<file path="src/rtl/ftcr_pkg.sv">
// Shared constants and types for the fan and thermal configuration bank
package ftcr_pkg;
   // Register offsets on the internal register port
   localparam logic [7:0] FTCR_OFS_PULSE = 8'h7B;
   localparam logic [7:0] FTCR_OFS_TEMP_PIN = 8'h7C;
   localparam logic [7:0] FTCR_OFS_PIN_FUNC = 8'h7D;
   // Power-on values
   localparam logic [7:0] FTCR_RST_PULSE = 8'h55;
   localparam logic [7:0] FTCR_RST_TEMP_PIN = 8'h01;
   localparam logic [7:0] FTCR_RST_PIN_FUNC = 8'h00;
   localparam logic [7:0] FTCR_ZERO8 = 8'h00;
   // Temperature and pin configuration fields
   localparam int FTCR_BIT_TWOS = 0;
   localparam int FTCR_BIT_OFS_RANGE = 1;
   localparam int FTCR_BIT_IO_DIR = 2;
   localparam int FTCR_BIT_IO_POL = 3;
   localparam int FTCR_BIT_CODE_IO = 4;
   localparam int FTCR_BIT_LIM_EN_LO = 5;
   // Pin function and attenuator fields
   localparam int FTCR_FLD_FUNC_LO = 0;
   localparam int FTCR_BIT_OT_OFF = 2;
   localparam int FTCR_BIT_SPEED_SEL = 3;
   localparam int FTCR_BIT_BYP_LO = 4;
   // Sizes
   localparam int FTCR_NUM_FANS = 4;
   localparam int FTCR_NUM_CH = 3;
   localparam int FTCR_PSEL_W = 2;
   localparam int FTCR_TACH_W = 16;
   localparam int FTCR_TEMP_W = 9;
   localparam int FTCR_OFST_W = 10;
   // Overtemperature limit codes that mean "channel off"
   localparam logic [7:0] FTCR_LIM_MIN_OFS64 = 8'h00;
   localparam logic [7:0] FTCR_LIM_MIN_TWOS = 8'h80;
   localparam logic [8:0] FTCR_OFS64_BIAS = 9'h040;
   localparam logic [7:0] FTCR_FULL_DUTY = 8'hFF;
   localparam logic [15:0] FTCR_TACH_MAX = 16'hFFFF;
   localparam logic [15:0] FTCR_TACH_ONE = 16'h0001;
   localparam logic [1:0] FTCR_PSEL_ZERO = 2'h0;
   localparam logic [1:0] FTCR_PSEL_ONE = 2'h1;

   typedef enum logic [1:0] {
      FTCR_FUNC_FOURTH_FAN_PULSE_SEL_TACH = 2'b00,
      FTCR_FUNC_OVERTEMP = 2'b01,
      FTCR_FUNC_ALERT = 2'b10,
      FTCR_FUNC_IO = 2'b11
   } ftcr_pin_func_t;

   typedef enum logic {
      FTCR_TS_WAIT = 1'b0,
      FTCR_TS_TIME = 1'b1
   } ftcr_tach_st_t;
endpackage : ftcr_pkg

</file>
<file path="src/rtl/ftcr_cfg_regs.sv">
// Fan pulse, temperature format and pin configuration register bank
`timescale 1ns/1ns
// Overview of operation
// - Two-bit code picks pulses per measurement: 00 one up to 11 four.
// - Fans one to four sit in bits 1:0 to 7:6; reset 0x55.
// - Format bit one selects twos complement, zero selects offset-64.
// - Temperature readings decode with the current format at once.
// - Offset range bit: zero half-degree steps, one whole-degree steps.
// - Shared pin direction bit: zero input, one output.
// - Shared pin polarity bit: zero active low, one active high.
// - Bit 4 picks CPU voltage code or general I/O on five pins.
// - Bits 5 to 7 let each channel drive the overtemperature pin.
// - Minimum-code limit in the current format silences that channel.
// - Mux pin: fan 4 tach, overtemp, alert output, or general I/O.
// - Output disable bit stops overtemperature output on every channel.
// - On overtemperature fans go full speed, or stored maxima if selected.
// - Bits 4 to 7 bypass rail attenuators for a 2.25 V scale.
// - Lock bit set makes both configuration registers ignore writes.
// - Power-on values 0x01 and 0x00 for the two configuration registers.
module ftcr_cfg_regs
   import ftcr_pkg::*;
(
   // Clock and reset
   input wire logic ref_clk_i,
   input wire logic reset_n_i,
   // Internal register port from the serial interface
   input wire logic [7:0] reg_addr_i,
   input wire logic reg_wr_en_i,
   input wire logic [7:0] reg_wr_data_i,
   input wire logic cfg_lock_i,
   output logic [7:0] reg_rd_data_o,
   // Fan tachometers and periods
   input wire logic [2:0] fan_tach_i,
   output logic [63:0] fan_period_o,
   output logic [3:0] fan_period_valid_o,
   // Temperature readings and offsets
   input wire logic [23:0] temp_raw_i,
   output logic [26:0] temp_c_o,
   input wire logic [23:0] offset_raw_i,
   output logic [29:0] offset_half_o,
   // Overtemperature comparison
   input wire logic [2:0] chan_hot_i,
   input wire logic [23:0] overtemp_limit_i,
   output logic overtemp_asserted_o,
   // Dedicated overtemperature pin (open drain)
   input wire logic overtemp_pin_i,
   output logic overtemp_pin_o,
   output logic overtemp_pin_oe_n_o,
   // Multiplexed pin
   input wire logic mux_pin_i,
   output logic mux_pin_o,
   output logic mux_pin_oe_n_o,
   input wire logic alert_req_i,
   input wire logic shared_io_data_i,
   output logic shared_io_level_o,
   // Fan drive
   input wire logic [23:0] pwm_duty_i,
   input wire logic [23:0] max_duty_i,
   output logic [23:0] pwm_duty_o,
   // Analog front end controls
   output logic cpu_code_or_io_sel_o,
   output logic bypass_low_rail_atten_o,
   output logic bypass_core_rail_atten_o,
   output logic bypass_mid_rail_atten_o,
   output logic bypass_high_rail_atten_o
);

   function automatic logic [8:0] decode_temp(input logic [7:0] raw,
                                              input logic twos);
      logic [8:0] r;
      r = twos ? {raw[7], raw} : ({1'b0, raw} - FTCR_OFS64_BIAS);
      return r;
   endfunction : decode_temp

   function automatic logic [9:0] scale_offset(input logic [7:0] raw,
                                               input logic coarse);
      logic [9:0] r;
      r = coarse ? {raw[7], raw, 1'b0} : {raw[7], raw[7], raw};
      return r;
   endfunction : scale_offset

   // ---------------- Register file ----------------
   logic [7:0] pulse_cfg_r, pulse_cfg_nxt;
   logic [7:0] temp_pin_cfg_r, temp_pin_cfg_nxt;
   logic [7:0] pin_func_cfg_r, pin_func_cfg_nxt;
   logic [7:0] rd_data_r, rd_data_nxt;

   always_comb begin
      pulse_cfg_nxt = pulse_cfg_r;
      temp_pin_cfg_nxt = temp_pin_cfg_r;
      pin_func_cfg_nxt = pin_func_cfg_r;
      if (reg_wr_en_i) begin
         case (reg_addr_i)
            FTCR_OFS_PULSE: pulse_cfg_nxt = reg_wr_data_i;
            FTCR_OFS_TEMP_PIN: begin
               if (!cfg_lock_i) begin
                  temp_pin_cfg_nxt = reg_wr_data_i;
               end
            end
            FTCR_OFS_PIN_FUNC: begin
               if (!cfg_lock_i) begin
                  pin_func_cfg_nxt = reg_wr_data_i;
               end
            end
            default: ;
         endcase
      end
   end

   // Read data lags the address by one cycle; unmapped offsets read zero
   always_comb begin
      case (reg_addr_i)
         FTCR_OFS_PULSE: rd_data_nxt = pulse_cfg_r;
         FTCR_OFS_TEMP_PIN: rd_data_nxt = temp_pin_cfg_r;
         FTCR_OFS_PIN_FUNC: rd_data_nxt = pin_func_cfg_r;
         default: rd_data_nxt = FTCR_ZERO8;
      endcase
   end

   always_ff @(posedge ref_clk_i) begin
      if (!reset_n_i) begin
         pulse_cfg_r <= FTCR_RST_PULSE;
         temp_pin_cfg_r <= FTCR_RST_TEMP_PIN;
         pin_func_cfg_r <= FTCR_RST_PIN_FUNC;
         rd_data_r <= FTCR_ZERO8;
      end else begin
         pulse_cfg_r <= pulse_cfg_nxt;
         temp_pin_cfg_r <= temp_pin_cfg_nxt;
         pin_func_cfg_r <= pin_func_cfg_nxt;
         rd_data_r <= rd_data_nxt;
      end
   end

   assign reg_rd_data_o = rd_data_r;

   // ---------------- Field decode ----------------
   logic twos_complement_sel;
   logic offset_coarse;
   logic shared_io_direction;
   logic shared_io_polarity;
   logic [2:0] limit_enable;
   logic overtemp_output_off;
   logic limit_speed_select;
   ftcr_pin_func_t mux_pin_function;

   assign twos_complement_sel = temp_pin_cfg_r[FTCR_BIT_TWOS];
   assign offset_coarse = temp_pin_cfg_r[FTCR_BIT_OFS_RANGE];
   assign shared_io_direction = temp_pin_cfg_r[FTCR_BIT_IO_DIR];
   assign shared_io_polarity = temp_pin_cfg_r[FTCR_BIT_IO_POL];
   assign limit_enable =
      temp_pin_cfg_r[FTCR_BIT_LIM_EN_LO +: FTCR_NUM_CH];
   assign overtemp_output_off = pin_func_cfg_r[FTCR_BIT_OT_OFF];
   assign limit_speed_select = pin_func_cfg_r[FTCR_BIT_SPEED_SEL];
   assign mux_pin_function =
      ftcr_pin_func_t'(pin_func_cfg_r[FTCR_FLD_FUNC_LO +: 2]);

   // These are static settings, so they leave straight from the register
   assign cpu_code_or_io_sel_o = temp_pin_cfg_r[FTCR_BIT_CODE_IO];
   assign bypass_low_rail_atten_o = pin_func_cfg_r[FTCR_BIT_BYP_LO];
   assign bypass_core_rail_atten_o = pin_func_cfg_r[FTCR_BIT_BYP_LO + 1];
   assign bypass_mid_rail_atten_o = pin_func_cfg_r[FTCR_BIT_BYP_LO + 2];
   assign bypass_high_rail_atten_o = pin_func_cfg_r[FTCR_BIT_BYP_LO + 3];

   // ---------------- Fan tachometers ----------------
   logic [3:0] tach_in;

   // Fan 4 only sees its tachometer while the mux pin is set for it
   assign tach_in = {mux_pin_i & (mux_pin_function == FTCR_FUNC_FOURTH_FAN_PULSE_SEL_TACH),
                     fan_tach_i};

   genvar f;
   generate
      for (f = 0; f < FTCR_NUM_FANS; f++) begin : g_fan
         ftcr_tach_meas u_tach (
            .ref_clk_i(ref_clk_i),
            .reset_n_i(reset_n_i),
            .tach_i(tach_in[f]),
            .pulse_sel_i(pulse_cfg_r[f*FTCR_PSEL_W +: FTCR_PSEL_W]),
            .period_o(fan_period_o[f*FTCR_TACH_W +: FTCR_TACH_W]),
            .period_valid_o(fan_period_valid_o[f])
         );
      end
   endgenerate

   // ---------------- Temperature channels ----------------
   logic [26:0] temp_c_r, temp_c_nxt;
   logic [29:0] offset_r, offset_nxt;
   logic [23:0] duty_r, duty_nxt;
   logic [2:0] suppressed;
   logic [2:0] trip;
   logic hot_event;

   assign hot_event = |trip;

   genvar c;
   generate
      for (c = 0; c < FTCR_NUM_CH; c++) begin : g_ch
         // Decode follows the live format bit, no re-write needed
         assign temp_c_nxt[c*FTCR_TEMP_W +: FTCR_TEMP_W] =
            decode_temp(temp_raw_i[c*8 +: 8], twos_complement_sel);
         assign offset_nxt[c*FTCR_OFST_W +: FTCR_OFST_W] =
            scale_offset(offset_raw_i[c*8 +: 8], offset_coarse);
         assign suppressed[c] = twos_complement_sel ?
            (overtemp_limit_i[c*8 +: 8] == FTCR_LIM_MIN_TWOS) :
            (overtemp_limit_i[c*8 +: 8] == FTCR_LIM_MIN_OFS64);
         assign trip[c] = chan_hot_i[c] & limit_enable[c] &
                          ~suppressed[c];
         assign duty_nxt[c*8 +: 8] = !hot_event ? pwm_duty_i[c*8 +: 8] :
            limit_speed_select ? max_duty_i[c*8 +: 8] :
            FTCR_FULL_DUTY;
      end
   endgenerate

   always_ff @(posedge ref_clk_i) begin
      if (!reset_n_i) begin
         temp_c_r <= '0;
         offset_r <= '0;
         duty_r <= '0;
      end else begin
         temp_c_r <= temp_c_nxt;
         offset_r <= offset_nxt;
         duty_r <= duty_nxt;
      end
   end

   assign temp_c_o = temp_c_r;
   assign offset_half_o = offset_r;
   assign pwm_duty_o = duty_r;

   // ---------------- Pins ----------------
   logic ot_drive;
   logic ot_oe_n_r, ot_oe_n_nxt;
   logic mux_out_r, mux_out_nxt;
   logic mux_oe_n_r, mux_oe_n_nxt;
   logic io_level_r, io_level_nxt;
   logic ot_seen_r, ot_seen_nxt;

   // The disable bit gates only the overtemperature pin and the mux pin's overtemp drive; fan boost still follows the trip
   assign ot_drive = hot_event & ~overtemp_output_off;

   always_comb begin
      ot_oe_n_nxt = ~ot_drive;
      mux_out_nxt = 1'b0;
      mux_oe_n_nxt = 1'b1;
      io_level_nxt = 1'b0;
      // Pin is active low, so an outside pull-down reads as assertion
      ot_seen_nxt = ~overtemp_pin_i;
      case (mux_pin_function)
         FTCR_FUNC_FOURTH_FAN_PULSE_SEL_TACH: mux_oe_n_nxt = 1'b1;
         FTCR_FUNC_OVERTEMP: begin
            mux_oe_n_nxt = ~ot_drive;
            ot_seen_nxt = ~overtemp_pin_i | ~mux_pin_i;
         end
         FTCR_FUNC_ALERT: mux_oe_n_nxt = ~alert_req_i;
         FTCR_FUNC_IO: begin
            if (shared_io_direction) begin
               mux_oe_n_nxt = 1'b0;
               mux_out_nxt = shared_io_polarity ? shared_io_data_i :
                             ~shared_io_data_i;
            end else begin
               io_level_nxt = mux_pin_i;
            end
         end
         default: mux_oe_n_nxt = 1'b1;
      endcase
   end

   always_ff @(posedge ref_clk_i) begin
      if (!reset_n_i) begin
         ot_oe_n_r <= 1'b1;
         mux_out_r <= 1'b0;
         mux_oe_n_r <= 1'b1;
         io_level_r <= 1'b0;
         ot_seen_r <= 1'b0;
      end else begin
         ot_oe_n_r <= ot_oe_n_nxt;
         mux_out_r <= mux_out_nxt;
         mux_oe_n_r <= mux_oe_n_nxt;
         io_level_r <= io_level_nxt;
         ot_seen_r <= ot_seen_nxt;
      end
   end

   // Open drain: only ever pulls low
   assign overtemp_pin_o = 1'b0;
   assign overtemp_pin_oe_n_o = ot_oe_n_r;
   assign mux_pin_o = mux_out_r;
   assign mux_pin_oe_n_o = mux_oe_n_r;
   assign shared_io_level_o = io_level_r;
   assign overtemp_asserted_o = ot_seen_r;
endmodule : ftcr_cfg_regs

</file>
<file path="src/rtl/ftcr_tach_meas.sv">
// Per-fan tachometer period timer over a selectable number of pulses
`timescale 1ns/1ns
module ftcr_tach_meas
   import ftcr_pkg::*;
(
   // Clock and reset
   input wire logic ref_clk_i,
   input wire logic reset_n_i,
   // Tachometer input and pulse count code
   input wire logic tach_i,
   input wire logic [FTCR_PSEL_W-1:0] pulse_sel_i,
   // Measurement result
   output logic [FTCR_TACH_W-1:0] period_o,
   output logic period_valid_o
);
   ftcr_tach_st_t st_r, st_nxt;
   logic tach_prev_r, tach_prev_nxt;
   logic [FTCR_TACH_W-1:0] cnt_r, cnt_nxt;
   logic [FTCR_TACH_W-1:0] per_r, per_nxt;
   logic [FTCR_PSEL_W-1:0] edges_r, edges_nxt;
   logic vld_r, vld_nxt;
   logic rise;

   assign rise = tach_i & ~tach_prev_r;

   // Code n spans n+1 pulses: start edge plus n+1 further rising edges
   always_comb begin
      st_nxt = st_r;
      cnt_nxt = cnt_r;
      per_nxt = per_r;
      edges_nxt = edges_r;
      vld_nxt = 1'b0;
      tach_prev_nxt = tach_i;
      case (st_r)
         FTCR_TS_WAIT: begin
            if (rise) begin
               st_nxt = FTCR_TS_TIME;
               cnt_nxt = FTCR_TACH_ONE;
               edges_nxt = FTCR_PSEL_ZERO;
            end
         end
         FTCR_TS_TIME: begin
            if (rise && edges_r == pulse_sel_i) begin
               per_nxt = cnt_r;
               vld_nxt = 1'b1;
               cnt_nxt = FTCR_TACH_ONE;
               edges_nxt = FTCR_PSEL_ZERO;
            end else if (cnt_r == FTCR_TACH_MAX) begin
               // Stalled fan: report full scale and rearm; checked before
               // a mid-window edge so the counter can never wrap
               per_nxt = FTCR_TACH_MAX;
               vld_nxt = 1'b1;
               st_nxt = FTCR_TS_WAIT;
            end else if (rise) begin
               edges_nxt = edges_r + FTCR_PSEL_ONE;
               cnt_nxt = cnt_r + FTCR_TACH_ONE;
            end else begin
               cnt_nxt = cnt_r + FTCR_TACH_ONE;
            end
         end
         default: st_nxt = FTCR_TS_WAIT;
      endcase
   end

   always_ff @(posedge ref_clk_i) begin
      if (!reset_n_i) begin
         st_r <= FTCR_TS_WAIT;
         cnt_r <= '0;
         per_r <= FTCR_TACH_MAX;
         edges_r <= FTCR_PSEL_ZERO;
         vld_r <= 1'b0;
         tach_prev_r <= 1'b0;
      end else begin
         st_r <= st_nxt;
         cnt_r <= cnt_nxt;
         per_r <= per_nxt;
         edges_r <= edges_nxt;
         vld_r <= vld_nxt;
         tach_prev_r <= tach_prev_nxt;
      end
   end

   assign period_o = per_r;
   assign period_valid_o = vld_r;
endmodule : ftcr_tach_meas

</file>
<file path="config.mk">
export PLATFORM = sky130hd
export DESIGN_NAME = ftcr_cfg_regs
export DESIGN_NICKNAME = d
export VERILOG_FILES = /design/src/rtl/ftcr_pkg.sv /design/src/rtl/ftcr_cfg_regs.sv /design/src/rtl/ftcr_tach_meas.sv
export SDC_FILE = /design/constraint.sdc
export NUM_CORES = 1
export LEC_CHECK = 0
export ABC_AREA = 0
export BUFFER_PORTS_ARGS = -buffer_cell sky130_fd_sc_hd__buf_4
export CORE_ASPECT_RATIO = 0.5
export CORE_MARGIN = 2
export CORE_UTILIZATION = 56
export DETAILED_ROUTE_END_ITERATION = 8
export PLACE_DENSITY = 0.92
export SLEW_MARGIN = 5
export SYNTH_ARGS = -nofsm -noshare
export SYNTH_HDL_FRONTEND = slang
export SYNTH_SLANG_ARGS = --single-unit
</file>
<file path="constraint.sdc">
create_clock -name ref_clk_i -period 6.3 [get_ports ref_clk_i]
set_clock_uncertainty 0.1 [all_clocks]
set_input_delay 1.26 -clock ref_clk_i [delete_from_list [all_inputs] [get_ports ref_clk_i]]
set_output_delay 1.26 -clock ref_clk_i [all_outputs]
set_load 0.02 [all_outputs]
</file>
==> results.toml <==
[yosys]
syn_area_per_cell_um2 = 9.18
ys.warnings.count = 0
syn_area_um2 = 10800
synthCells = 1181
synth_flop_cell = "dfxtp_1"
synth_edf_count = 0
syn-num-nets = 1338
synthArstFlopShare = 0
synth-seq-cells = 263
synth.distinct_cells = 74
seq_area_frac_synth = 0.486

[timing]
tns_ps = 0
rsz0062_at_grt = "false"
min_period_ps = 3090
tightest_slew_ps = 1210
final.period_utilization = 0.490
setup_viol = 0
setup_ws_ps = 3210
finalHoldViolCount = 0
slew_viol_final = 0
slew_headroom = 0.190
max_freq_mhz = 324

[global_routing]
antenna_found_initial = 0
track_usage = 0.288
grt-ovfl-total = 0
grt_max_degree = 116
grt_pass1_wl_mm = 48.8
grt_pass1_vias = 9653

[clocking]
path_clk_slew_ps = 70
root_buffer = "clkbuf_16"
post_cts_resized = 0
cts_sinks = 263
clk_path_buf_depth = 3
hold_buffers = 0
insertion_delay_ps = 520
htree_num_levels = 1
cts_tree = "built"
numCtsBuffers = 23
cts_setup_buffers = 0

[pwr]
leakage_uw = 0.00563
cellPowerDensity_nw_per_um2 = 255
vdd_drop_max_uv = 190

[critical_path]
path_class = "input pin to flop"
reg2reg_slack_ps = 3310
cp-start-kind = "input pin"
cp.arrival_ps = 3390
end_kind = "flop"
cp_slowest_stage_delay_ps = 730
cp.required_ps = 6610
critical-path-slowest-cell = "nor4_2"
cp_cell_sequence = "buf_4 > nand4b_1 > nor4_2 > and3b_1 > mux2i_1 > nor2b_1"
path_max_fanout = 9

[placed_design]
hpwl_mm = 22.1
pre_cts_slack_ps = 2770
globalplace.congestion = 0.915
io_buffers = 316

[cells_and_area]
syn_to_final_growth_pct = 28.7
nNetsFinal = 1597
antenna_cells = 0
layout-drive-gt1-share = 0.273
fin_util = 0.746

[detailed_routing]
vias = 10100
viasPerCell = 5.88
drtIter0Drc = 962
avgRoutedWirePerCell_um = 18.1
firstDrtPassIters = 6
drc = 0
routed_wl_mm = 31.0
postRouteAntennaNets = 0

[die]
die-area_um2 = 20600
initial_core_util = 0.580
die_w_um = 201
die_h_um = 102
rows = 35
io_pins = 318
core_um2 = 18700

[run]
maxCapViolCount = 0

[min_path]
hold_class = "flop to flop"

[status]
outcome = "complete, no violations"
## cells in the mapped netlist (5+ instances only)
cell        n  area, um^2
dfxtp_1   263        5270
nand2_1   125         469
o21ai_0    81         405
nand3_1    67         335
clkbuf_1   59         221
o22ai_1    49         307
nor2b_1    48         300
and2_1     45         282
nor2_1     43         161
mux2i_1    39         390
a21oi_1    35         175
nor3_1     24         120
nand4_1    20         125
o22a_1     16         140
o211ai_1   15         113
inv_1      14        52.6
o221a_2    12         135
a21boi_0   11        82.6
buf_4      11        82.6
nand2b_1   11        68.8
nor4_1     11        68.8
a31oi_1    10        62.6
buf_2      10        50.1
o31ai_1     9        67.6
or3_1       9        56.3
xor2_1      9        78.8
a222oi_1    8        80.1
o32ai_1     8        70.1
ha_1        7        87.6
or4_1       7        52.6
a21boi_1    6        45.0
a41oi_1     6        52.6
nand3b_1    6        45.0
o211a_1     6        60.1
xnor2_1     6        52.6
and3_1      5        31.3
nand4b_1    5        43.8
or2_2       5        31.3
## layer usage
metal | up-vias | GRT usage | wire length [um]
li1 | 4829 | - | -
met1 | 4791 | 0.361 | 12600
met2 | 407 | 0.514 | 15700
met3 | 64 | 0.0526 | 1890
met4 | 0 | 0.0883 | 777
met5 | - | 0 | 0
## area by class of cell
| class | count | area, um^2 |
|---|---|---|
| fill | 1288 | 4740 |
| clock buffer | 30 | 632 |
| clock inverter | 11 | 138 |
| tap | 259 | 324 |
| inverter | 14 | 52.6 |
| multi-input combinational | 816 | 5120 |
| sequential | 263 | 5270 |
| timing repair buffer | 322 | 2420 |
## cell families after synthesis
group / count (synthesis) / share of synthesized area
muxes: 39 / 0.0360
DFF: 263 / 0.486
other: 1 / 0.000346
adders and majority gates: 7 / 0.00808
and+or+nand+nor: 451 / 0.221
buffers and inverters: 102 / 0.0441
AOI/OAI and AO/OA: 303 / 0.193
xor gates and xnor gates: 15 / 0.0121
## layout by cell type (no fill, tap or decap), types with 7 or more instances in the layout
master,instances
nand2_1,125
buf_4,321
nor2b_1,48
a222oi_1,8
o211ai_1,15
nand2b_1,11
dfxtp_1,263
or4_1,7
o31ai_1,9
o22ai_1,49
nand4_1,20
mux2i_1,39
xor2_1,9
clkbuf_16,23
o22a_1,16
nor3_1,23
nand3_1,67
or3_1,9
inv_1,14
ha_1,7
nor4_1,11
and2_1,45
a21boi_0,11
o21ai_0,81
a21oi_1,35
o221a_2,12
nor2_1,43
a31oi_1,10
o32ai_1,8
## flip-flops by register name (all words and copies together) (netlist names)
name	count
g_fan.u_tach.period_valid_o	4
temp_pin_cfg_r	8
temp_c_o	27
reg_rd_data_o	8
pin_func_cfg_r	8
g_fan.u_tach.cnt_r	64
mux_pin_o	1
g_fan.u_tach.period_o	64
pulse_cfg_r	8
mux_pin_oe_n_o	1
g_fan.u_tach.tach_prev_r	4
offset_half_o	27
pwm_duty_o	24
shared_io_level_o	1
g_fan.u_tach.edges_r	8
overtemp_asserted_o	1
overtemp_pin_oe_n_o	1
g_fan.u_tach.st_r	4
## power breakdown
part           total [uW]  switching [uW]  internal [uW]
combinational         370             200            170
clock                1450             618            833
sequential           1740            29.6           1710
total                3560             848           2710
## worst paths after layout
check / start / endpoint / cells past startpoint
setup / recovery: reg_addr_i[7] / pin_func_cfg_r[3]$_SDFFE_PN0P_ / 6
hold / removal: g_fan[3].u_tach.period_o[7]$_SDFFE_PN1P_ / g_fan[3].u_tach.period_o[7]$_SDFFE_PN1P_ / 1
setup reg to reg: g_fan[2].u_tach.cnt_r[0]$_SDFFE_PN0P_ / g_fan[2].u_tach.cnt_r[7]$_SDFFE_PN0P_ / 6
hold reg to reg: g_fan[3].u_tach.period_o[7]$_SDFFE_PN1P_ / g_fan[3].u_tach.period_o[7]$_SDFFE_PN1P_ / 1
## through the flow
step | instances | hold WS [ps] | total power, uW | cell area [um^2]
after floorplan | 1181 | 355 | 1970 | 10800
after global placement | 1674 | 352 | 2120 | 13200
after detailed placement | 1674 | 355 | 2140 | 13200
after CTS | 1715 | 372 | 3580 | 14000
after global routing | 1715 | 398 | 3690 | 14000
final | 1715 | 367 | 3560 | 14000
## critical path, delay by kind of cell
| kind | cells | cell delay [ps] |
|---|---|---|
| simple gates | 4 | 1730 |
| mux | 1 | 280 |
| buf+inv | 1 | 100 |
No activity file was read; power rests on OpenSTA's default activity.
